[src/srq_cond_pkg.sv]
// Purpose: Shared constants and types of the service-request condition block
// Assumes: One 100 MHz clock; loop messages arrive already framed and decoded
// Notes:   Register counts, widths and default values live here only
package srq_cond_pkg;

  localparam int CTRL_COUNT = 14;
  localparam int CHAR_COUNT = 12;
  localparam int CTRL_W     = 4;
  localparam int CHAR_W     = 8;
  localparam int COND_COUNT = 11;

  typedef logic [CTRL_W-1:0] ctrl_val_t;
  typedef logic [CHAR_W-1:0] char_val_t;
  typedef logic [3:0]        reg_index_t;

  localparam reg_index_t IDX_PRIMARY = 4'h0;
  localparam reg_index_t IDX_BUFFERS = 4'h1;
  localparam reg_index_t IDX_EVENTS  = 4'h2;
  localparam reg_index_t IDX_LAST    = 4'hd;
  localparam reg_index_t CHAR_LAST   = 4'hb;

  localparam int BIT_MASTER     = 3;
  localparam int BIT_RX_ERROR   = 2;
  localparam int BIT_RX_LOST    = 0;
  localparam int BIT_RX_FULL    = 3;
  localparam int BIT_RX_NEMPTY  = 2;
  localparam int BIT_TX_NFULL   = 1;
  localparam int BIT_TX_EMPTY   = 0;
  localparam int BIT_MANUAL_KEY = 2;
  localparam int BIT_AUTODISC   = 1;
  localparam int BIT_BREAK      = 0;

  localparam ctrl_val_t PRIMARY_RST      = 4'h0;
  localparam ctrl_val_t BUFFERS_RST      = 4'h0;
  localparam ctrl_val_t EVENTS_RST       = 4'h0;
  localparam ctrl_val_t PRIMARY_RST_OPEN = 4'hd;
  localparam ctrl_val_t BUFFERS_RST_OPEN = 4'h5;
  localparam ctrl_val_t EVENTS_RST_OPEN  = 4'h2;

  // Defaults of the remaining control registers, index 13 first
  localparam logic [CTRL_COUNT-1:0][CTRL_W-1:0] CTRL_RST =
    {4'h0, 4'h0, 4'h0, 4'h0, 4'h0, 4'h0, 4'he, 4'h0, 4'h0, 4'hf, 4'h0, 4'h0, 4'h0, 4'h0};
  localparam char_val_t CHAR_RST = 8'h00;

  typedef enum logic [2:0] {
    MSG_DDL0, MSG_DDL2, MSG_DATA, MSG_SET_EN, MSG_CLR_EN, MSG_REMOTE_WR
  } msg_kind_t;

  typedef struct packed {
    logic      valid;
    msg_kind_t kind;
    char_val_t data;
  } loop_msg_t;

  typedef struct packed {
    logic rx_parity_err;
    logic rx_frame_err;
    logic rx_overrun;
    logic rx_overflow;
    logic rx_lost;
    logic rx_full;
    logic rx_not_empty;
    logic tx_not_full;
    logic tx_empty;
    logic manual_request_key;
    logic autodisconnect;
    logic break_received;
  } cond_t;

  typedef enum logic [1:0] {SEL_NONE, SEL_CTRL, SEL_CHAR} sel_t;

  typedef enum logic [2:0] {
    WR_NONE, WR_SELECT_CTRL, WR_SELECT_CHAR, WR_CTRL, WR_CHAR, WR_BIT_SET, WR_BIT_CLR
  } wr_op_t;

  typedef struct packed {
    wr_op_t     op;
    reg_index_t index;
    logic [1:0] bit_sel;
    char_val_t  data;
    logic       advance;
  } wr_cmd_t;

  typedef struct packed {
    logic [CTRL_COUNT-1:0][CTRL_W-1:0] ctrl;
    logic [CHAR_COUNT-1:0][CHAR_W-1:0] chars;
    sel_t                              sel;
    reg_index_t                        sel_idx;
    logic                              init_pend;
    logic                              srq;
    logic [COND_COUNT-1:0]             armed;
    ctrl_val_t                         rd_ctrl;
    char_val_t                         rd_char;
  } state_t;

endpackage

[src/srq_msg_decode.sv]
// Purpose: Turns loop listener messages and remote instructions into writes
// Assumes: Caller holds the listener selection state
// Notes:   Purely combinational
`timescale 1ns/1ns
`default_nettype none
module srq_msg_decode
  import srq_cond_pkg::*;
(
  input  wire srq_cond_pkg::loop_msg_t  msg_in,
  input  wire srq_cond_pkg::sel_t       sel_in,
  input  wire srq_cond_pkg::reg_index_t sel_idx_in,
  output srq_cond_pkg::wr_cmd_t         wr_out
);

  // Enable index 0..11 picks register index[3:2], bit index[1:0]
  function automatic reg_index_t enable_reg(input char_val_t d);
    enable_reg = {2'b00, d[3:2]};
  endfunction

  always_comb
  begin
    wr_out = '0;
    wr_out.op = WR_NONE;
    if (msg_in.valid)
    begin
      case (msg_in.kind)
        MSG_DDL0:
        begin
          wr_out.op = WR_SELECT_CTRL;
          wr_out.index = msg_in.data[3:0];
        end
        MSG_DDL2:
        begin
          wr_out.op = WR_SELECT_CHAR;
          wr_out.index = msg_in.data[3:0];
        end
        MSG_DATA:
        begin
          wr_out.index = sel_idx_in;
          wr_out.data = msg_in.data;
          wr_out.advance = 1'b1;
          if (sel_in == SEL_CTRL)
            wr_out.op = WR_CTRL;
          else if (sel_in == SEL_CHAR)
            wr_out.op = WR_CHAR;
        end
        MSG_SET_EN:
        begin
          wr_out.op = WR_BIT_SET;
          wr_out.index = enable_reg(msg_in.data);
          wr_out.bit_sel = msg_in.data[1:0];
        end
        MSG_CLR_EN:
        begin
          wr_out.op = WR_BIT_CLR;
          wr_out.index = enable_reg(msg_in.data);
          wr_out.bit_sel = msg_in.data[1:0];
        end
        MSG_REMOTE_WR:
        begin
          wr_out.op = WR_CTRL;
          wr_out.index = msg_in.data[7:4];
          wr_out.data = {4'h0, msg_in.data[3:0]};
        end
        default:
          wr_out.op = WR_NONE;
      endcase
    end
  end

endmodule
`default_nettype wire

[src/srq_eval.sv]
// Purpose: Combines enable bits with live conditions into a pending request
// Assumes: Condition inputs are levels synchronous to the clock
// Notes:   Purely combinational; the caller registers the result
`timescale 1ns/1ns
`default_nettype none
module srq_eval
  import srq_cond_pkg::*;
(
  input  wire srq_cond_pkg::ctrl_val_t primary_in,
  input  wire srq_cond_pkg::ctrl_val_t buffers_in,
  input  wire srq_cond_pkg::ctrl_val_t events_in,
  input  wire srq_cond_pkg::cond_t     cond_in,
  output logic [COND_COUNT-1:0]         armed_out,
  output logic                          pending_out
);

  logic rx_error;

  always_comb
  begin
    rx_error = cond_in.rx_parity_err | cond_in.rx_frame_err
             | cond_in.rx_overrun | cond_in.rx_overflow;
    armed_out = '0;
    armed_out[0] = primary_in[BIT_RX_ERROR] & rx_error;
    armed_out[1] = primary_in[BIT_RX_LOST] & cond_in.rx_lost;
    armed_out[2] = buffers_in[BIT_RX_FULL] & cond_in.rx_full;
    armed_out[3] = buffers_in[BIT_RX_NEMPTY] & cond_in.rx_not_empty;
    armed_out[4] = buffers_in[BIT_TX_NFULL] & cond_in.tx_not_full;
    armed_out[5] = buffers_in[BIT_TX_EMPTY] & cond_in.tx_empty;
    armed_out[6] = events_in[BIT_MANUAL_KEY] & cond_in.manual_request_key;
    armed_out[7] = events_in[BIT_AUTODISC] & cond_in.autodisconnect;
    armed_out[8] = events_in[BIT_BREAK] & cond_in.break_received;
    armed_out[10:9] = 2'b00;
    pending_out = primary_in[BIT_MASTER] & (|armed_out);
  end

endmodule
`default_nettype wire

[src/srq_cond_top.sv]
// Purpose: Control and character register file with service-request conditions
// Assumes: Loop messages are decoded upstream; condition inputs are levels
// Notes:   Defaults reload on reset release and on the front-panel reset key
`timescale 1ns/1ns
`default_nettype none
module srq_cond_top
  import srq_cond_pkg::*;
(
  input  wire logic                     clk_sys_in,
  input  wire logic                     rst_b_in,
  input  wire logic                     reset_key_in,
  input  wire logic                     request_switch_open_in,
  input  wire srq_cond_pkg::loop_msg_t  loop_msg_in,
  input  wire srq_cond_pkg::cond_t      cond_in,
  input  wire srq_cond_pkg::reg_index_t ctrl_rd_index_in,
  input  wire srq_cond_pkg::reg_index_t char_rd_index_in,
  output logic                          service_request_out,
  output logic [COND_COUNT-1:0]         armed_conditions_out,
  output srq_cond_pkg::ctrl_val_t       request_enable_primary_out,
  output srq_cond_pkg::ctrl_val_t       request_enable_buffers_out,
  output srq_cond_pkg::ctrl_val_t       request_enable_events_out,
  output srq_cond_pkg::ctrl_val_t       ctrl_rd_data_out,
  output srq_cond_pkg::char_val_t       char_rd_data_out,
  output logic                          defaults_loading_out
);

  state_t                state_reg;
  state_t                state_next;
  wr_cmd_t               wr_cmd;
  logic [COND_COUNT-1:0] armed;
  logic                  pending;
  logic                  load_defaults;

  // Control register index inside the fourteen
  function automatic logic ctrl_in_range(input reg_index_t idx);
    ctrl_in_range = (idx <= IDX_LAST);
  endfunction

  // Character register index inside the twelve
  function automatic logic char_in_range(input reg_index_t idx);
    char_in_range = (idx <= CHAR_LAST);
  endfunction

  // Default of one control register, switch dependent for the enables
  function automatic ctrl_val_t ctrl_default(input int idx, input logic open_sw);
    ctrl_val_t val;
    val = CTRL_RST[idx];
    if (idx == int'(IDX_PRIMARY))
    begin
      val = open_sw ? PRIMARY_RST_OPEN : PRIMARY_RST;
    end
    else if (idx == int'(IDX_BUFFERS))
    begin
      val = open_sw ? BUFFERS_RST_OPEN : BUFFERS_RST;
    end
    else if (idx == int'(IDX_EVENTS))
    begin
      val = open_sw ? EVENTS_RST_OPEN : EVENTS_RST;
    end
    return val;
  endfunction

  srq_msg_decode u_decode (
    .msg_in     (loop_msg_in),
    .sel_in     (state_reg.sel),
    .sel_idx_in (state_reg.sel_idx),
    .wr_out     (wr_cmd)
  );

  srq_eval u_eval (
    .primary_in  (state_reg.ctrl[IDX_PRIMARY]),
    .buffers_in  (state_reg.ctrl[IDX_BUFFERS]),
    .events_in   (state_reg.ctrl[IDX_EVENTS]),
    .cond_in     (cond_in),
    .armed_out   (armed),
    .pending_out (pending)
  );

  always_comb
  begin
    // reload on power-up or reset key
    load_defaults = state_reg.init_pend | reset_key_in;
  end

  always_comb
  begin
    state_next = state_reg;
    state_next.init_pend = 1'b0;

    if (load_defaults)
    begin
      for (int i = 0; i < CTRL_COUNT; i++)
      begin
        state_next.ctrl[i] = ctrl_default(i, request_switch_open_in);
      end
      for (int j = 0; j < CHAR_COUNT; j++)
      begin
        state_next.chars[j] = CHAR_RST;
      end
      state_next.sel = SEL_NONE;
      state_next.sel_idx = 4'h0;
    end
    else
    begin
      case (wr_cmd.op)
        WR_SELECT_CTRL:
        begin
          state_next.sel = SEL_CTRL;
          state_next.sel_idx = wr_cmd.index;
        end
        WR_SELECT_CHAR:
        begin
          state_next.sel = SEL_CHAR;
          state_next.sel_idx = wr_cmd.index;
        end
        WR_CTRL:
        begin
          // low nibble is the register value
          if (ctrl_in_range(wr_cmd.index))
          begin
            state_next.ctrl[wr_cmd.index] = wr_cmd.data[CTRL_W-1:0];
          end
          if (wr_cmd.advance)
          begin
            if (ctrl_in_range(wr_cmd.index) && wr_cmd.index != IDX_LAST)
            begin
              state_next.sel_idx = wr_cmd.index + 4'h1;
            end
            else
            begin
              state_next.sel = SEL_NONE;
            end
          end
        end
        WR_CHAR:
        begin
          // character registers take the whole byte
          if (char_in_range(wr_cmd.index))
          begin
            state_next.chars[wr_cmd.index] = wr_cmd.data;
          end
          if (char_in_range(wr_cmd.index) && wr_cmd.index != CHAR_LAST)
          begin
            state_next.sel_idx = wr_cmd.index + 4'h1;
          end
          else
          begin
            state_next.sel = SEL_NONE;
          end
        end
        WR_BIT_SET:
        begin
          // remote set of one enable bit
          if (wr_cmd.index <= IDX_EVENTS)
          begin
            state_next.ctrl[wr_cmd.index][wr_cmd.bit_sel] = 1'b1;
          end
        end
        WR_BIT_CLR:
        begin
          // remote clear of one enable bit
          if (wr_cmd.index <= IDX_EVENTS)
          begin
            state_next.ctrl[wr_cmd.index][wr_cmd.bit_sel] = 1'b0;
          end
        end
        default:
        begin
          state_next.sel = state_reg.sel;
        end
      endcase
    end

    state_next.srq = pending & ~load_defaults;
    state_next.armed = load_defaults ? '0 : armed;

    if (ctrl_in_range(ctrl_rd_index_in))
    begin
      state_next.rd_ctrl = state_reg.ctrl[ctrl_rd_index_in];
    end
    else
    begin
      state_next.rd_ctrl = 4'h0;
    end

    if (char_in_range(char_rd_index_in))
    begin
      state_next.rd_char = state_reg.chars[char_rd_index_in];
    end
    else
    begin
      state_next.rd_char = 8'h00;
    end
  end

  always_ff @(posedge clk_sys_in or negedge rst_b_in)
  begin
    if (!rst_b_in)
    begin
      state_reg <= '0;
      // defaults load on the first edge
      state_reg.init_pend <= 1'b1;
      state_reg.sel <= SEL_NONE;
    end
    else
    begin
      state_reg <= state_next;
    end
  end

  always_comb
  begin
    service_request_out = state_reg.srq;
    armed_conditions_out = state_reg.armed;
    request_enable_primary_out = state_reg.ctrl[IDX_PRIMARY];
    request_enable_buffers_out = state_reg.ctrl[IDX_BUFFERS];
    request_enable_events_out = state_reg.ctrl[IDX_EVENTS];
    ctrl_rd_data_out = state_reg.rd_ctrl;
    char_rd_data_out = state_reg.rd_char;
    defaults_loading_out = state_reg.init_pend;
  end

endmodule
`default_nettype wire

[config.mk]
export PLATFORM = sky130hd
export DESIGN_NAME = srq_cond_top
export DESIGN_NICKNAME = d
export VERILOG_FILES = /design/src/srq_cond_pkg.sv /design/src/srq_msg_decode.sv /design/src/srq_eval.sv /design/src/srq_cond_top.sv
export SDC_FILE = /design/constraint.sdc
export NUM_CORES = 1
export LEC_CHECK = 0
export ABC_AREA = 0
export ABC_CLOCK_PERIOD_IN_PS = 4560
export BUFFER_PORTS_ARGS = -buffer_cell sky130_fd_sc_hd__buf_2
export CAP_MARGIN = 20
export CORE_MARGIN = 2
export CORE_UTILIZATION = 50
export DETAILED_ROUTE_END_ITERATION = 8
export GPL_ROUTABILITY_DRIVEN = 1
export PLACE_DENSITY = 0.68
export SLEW_MARGIN = 20
export SYNTH_ARGS = -nofsm -noshare
export SYNTH_HDL_FRONTEND = slang
export SYNTH_HIERARCHICAL = 1
export SYNTH_SLANG_ARGS = --single-unit
[constraint.sdc]
create_clock -name clk_sys_in -period 4.56 [get_ports clk_sys_in]
set_input_delay 0.912 -clock clk_sys_in [delete_from_list [all_inputs] [get_ports clk_sys_in]]
set_output_delay 0.912 -clock clk_sys_in [all_outputs]
set_load 0.03 [all_outputs]
==> run summary <==
## Routing
- **Final Routed Wirelength** 26900 um
- **via count** 7926
- **average vias per placed instance** 6.09
- **DRC violation total after the first TritonRoute iteration** 794
- **Detail Route Antenna Nets** 0
- **count of TritonRoute iterations in the first routing pass** 5
- **DRC** 0
- **routed wirelength normalized by instance count** 20.7 um

## Clock network
- **later-pin clock latency in the skew report** 0.45 ns
- **clock transition time at the flip-flop clock pins of the worst setup and hold paths** 0.07 ns
- **number of buffers inserted by hold repair at cts** 0
- **CTS-repair resized insts** 0
- **number of post-CTS setup repair buffers** 0
- **Clock Sink Count** 183
- **clk buf depth** 2
- **clock tree root driver cell** sky130_fd_sc_hd__clkbuf_16
- **clock tree from TritonCTS** built
- **count of H-tree levels built during CTS** 4
- **number of buffers inserted during clock tree synthesis** 17

## Yosys
- **library cells used by synthesis** 82
- **total of flip-flops plus latches after synthesis** 183
- **number of synthesized flops with an enable pin** 0
- **register area share after synthesis** 44.6%
- **total number of yosys warnings** 6
- **Avg Inst Size Synth** 10.1 sq um
- **post-synthesis cell count** 1020
- **primary flip-flop cell chosen by synthesis mapping** sky130_fd_sc_hd__dfrtp_1
- **summed instance area of the synthesized netlist** 10300 sq um
- **proportion of synthesized flip-flops having asynchronous set or reset** 100%

## Global route
- **pin count of the biggest net entering global routing** 125
- **via count of the first global-routing pass** 7775
- **GRT Overall Usage** 25.6%
- **aggregate global routing overflow** 0
- **antenna violations before repair** 0
- **global-route wire length before repair** 43200 um

## Layout
- **share of final-layout standard cells stronger than drive strength 1** 19.2%
- **most common cell after layout, fill and taps aside** sky130_fd_sc_hd__dfrtp_1
- **number of filler instances in the final layout** 1797
- **Layout area overhead** 8.40%
- **flip-flop count of the largest register, all copies and words added** 146
- **most used cells in the layout excluding fill and tap cells** sky130_fd_sc_hd__dfrtp_1 (182), sky130_fd_sc_hd__nand2_1 (105), sky130_fd_sc_hd__nor2_1 (104)
- **total number of nets in the final design** 1062
- **register cell area after layout** 4580 sq um
- **area taken by multi-input logic gates** 4980 sq um
- **diode count** 0

## Place
- **Detail Placement HPWL** 18000 um
- **Routability Congestion** 0.885
- **count of input and output buffers** 72

## STA
- **final setup violation count** 0
- **slew of the pin with the lowest slew margin** 0.906 ns
- **final setup TNS** 0 ns
- **Period Utilization, post-route** 75.6%
- **f_max** 290 MHz
- **number of pins exceeding their max-slew limit in the final report** 0
- **tightest slew margin relative to the limit** 39.6%
- **final critical-path required period** 3.45 ns
- **Max Clock Skew** 0.00988 ns
- **number of hold violations in the final report** 0
- **setup repair after global routing missed its margin** false

## Die
- **vertical extent of the die** 147 um
- **Core Area** 20200 sq um
- **starting utilization of the core area** 50.9%
- **num rows** 52
- **Die Wd** 147 um
- **overall die area** 21700 sq um
- **top-level I/O count** 73

## Run status
- **status** finished, final reports clean

## Worst setup path
- **Reg2Reg Setup Slack** 1.52 ns
- **kind of end point of the critical path** flop
- **Critical Path Source Type** input port
- **worst setup path category** input port to flop
- **data arrival time at the worst-slack endpoint** 3.77 ns
- **crit path max fanout** 8
- **data required time at the worst endpoint** 4.88 ns

## Job
- **maximum capacitance violations** 0

## Power
- **Power, Total** 3450 uW
- **maximum VDD drop** 248 uV
- **total power density per cell area** 310 nW/um^2
- **leakage power figure** 0.00506 uW

## Hold path
- **type of the most critical hold path** input port to asynchronous set/reset pin

[report_power, final]
group | switching, uW | internal (uW)
Combinational | 240 | 102
Clock | 726 | 735
Sequential | 12.4 | 1630
[critical path, stage by stage]
cell                       delay, ns
sky130_fd_sc_hd__buf_2          0.16
sky130_fd_sc_hd__inv_2          0.06
sky130_fd_sc_hd__or3_1          0.39
sky130_fd_sc_hd__o21ai_1        0.51
sky130_fd_sc_hd__ha_1           0.43
sky130_fd_sc_hd__nor3b_2        0.51
sky130_fd_sc_hd__nand2_1        0.14
sky130_fd_sc_hd__mux2i_1        0.20
sky130_fd_sc_hd__o221ai_1       0.13
sky130_fd_sc_hd__mux2_1         0.30
[stage by stage]
step	hold slack (ns)	util (%)	worst slack, ns	cells	cell area (sq um)
floorplan	0.445	-	1.24	1021	10300
global placement	0.461	52.1	0.848	1269	10500
detailed placement	0.469	52.1	0.767	1269	10500
CTS	0.486	55.0	1.21	1301	11100
global route	0.506	55.2	0.950	1302	11100
finish	0.458	55.2	1.11	1302	11100
[cells by family after synthesis]
family | after synthesis | share of synthesized area, %
other cells | 2 | 0.0732
flops | 183 | 44.6
fa+ha+maj | 7 | 0.853
mux | 135 | 17.7
compound gates | 208 | 13.0
buf+inv | 137 | 6.96
simple gates | 343 | 16.3
xor+xnor | 5 | 0.500
[synthesized netlist by cell type (all sizes together) (9+ instances only)]
cell type	count	area share, %
dfrtp	182	44
nand2	107	4.0
nor2	107	4.1
mux2i	91	8.9
buf	76	4.7
a21oi	63	3.1
o21ai	52	2.6
nand3	39	2.0
and2	37	2.3
clkbuf	37	1.4
mux4	36	7.9
inv	24	0.88
o22ai	19	1.2
a32oi	10	0.85
o211ai	9	0.66
[final timing paths]
check | from | endpoint | cells after the start
min in group clk_sys_in | state_reg[47] | state_reg[47] | 2
max | loop_msg_in[10] | request_enable_events_out[1] | 10
max reg2reg | state_reg[30] | request_enable_primary_out[1] | 9
min | rst_b_in | armed_conditions_out[10] | 1
max in group asynchronous | rst_b_in | state_reg[161] | 2
min reg2reg | state_reg[47] | state_reg[47] | 2
[cell type report]
class,count,area share [%]
Clock inverter,15,1.41
Multi-Input combinational cell,701,44.8
Timing Repair Buffer,92,4.96
Inverter,24,0.810
Sequential cell,183,41.2
Tap cell,270,3.04
Clock buffer,17,3.82
[layer usage]
metal  global-route usage [%]  up-vias  part of all wire [%]
met1                     34.1     3987                    42
met4                     9.57        0                   2.6
met3                     3.79       52                   5.4
met5                        0        -                     0
met2                     42.7      300                    50
li1                         -     3587                     -
Power figures use the tool's default switching activity.
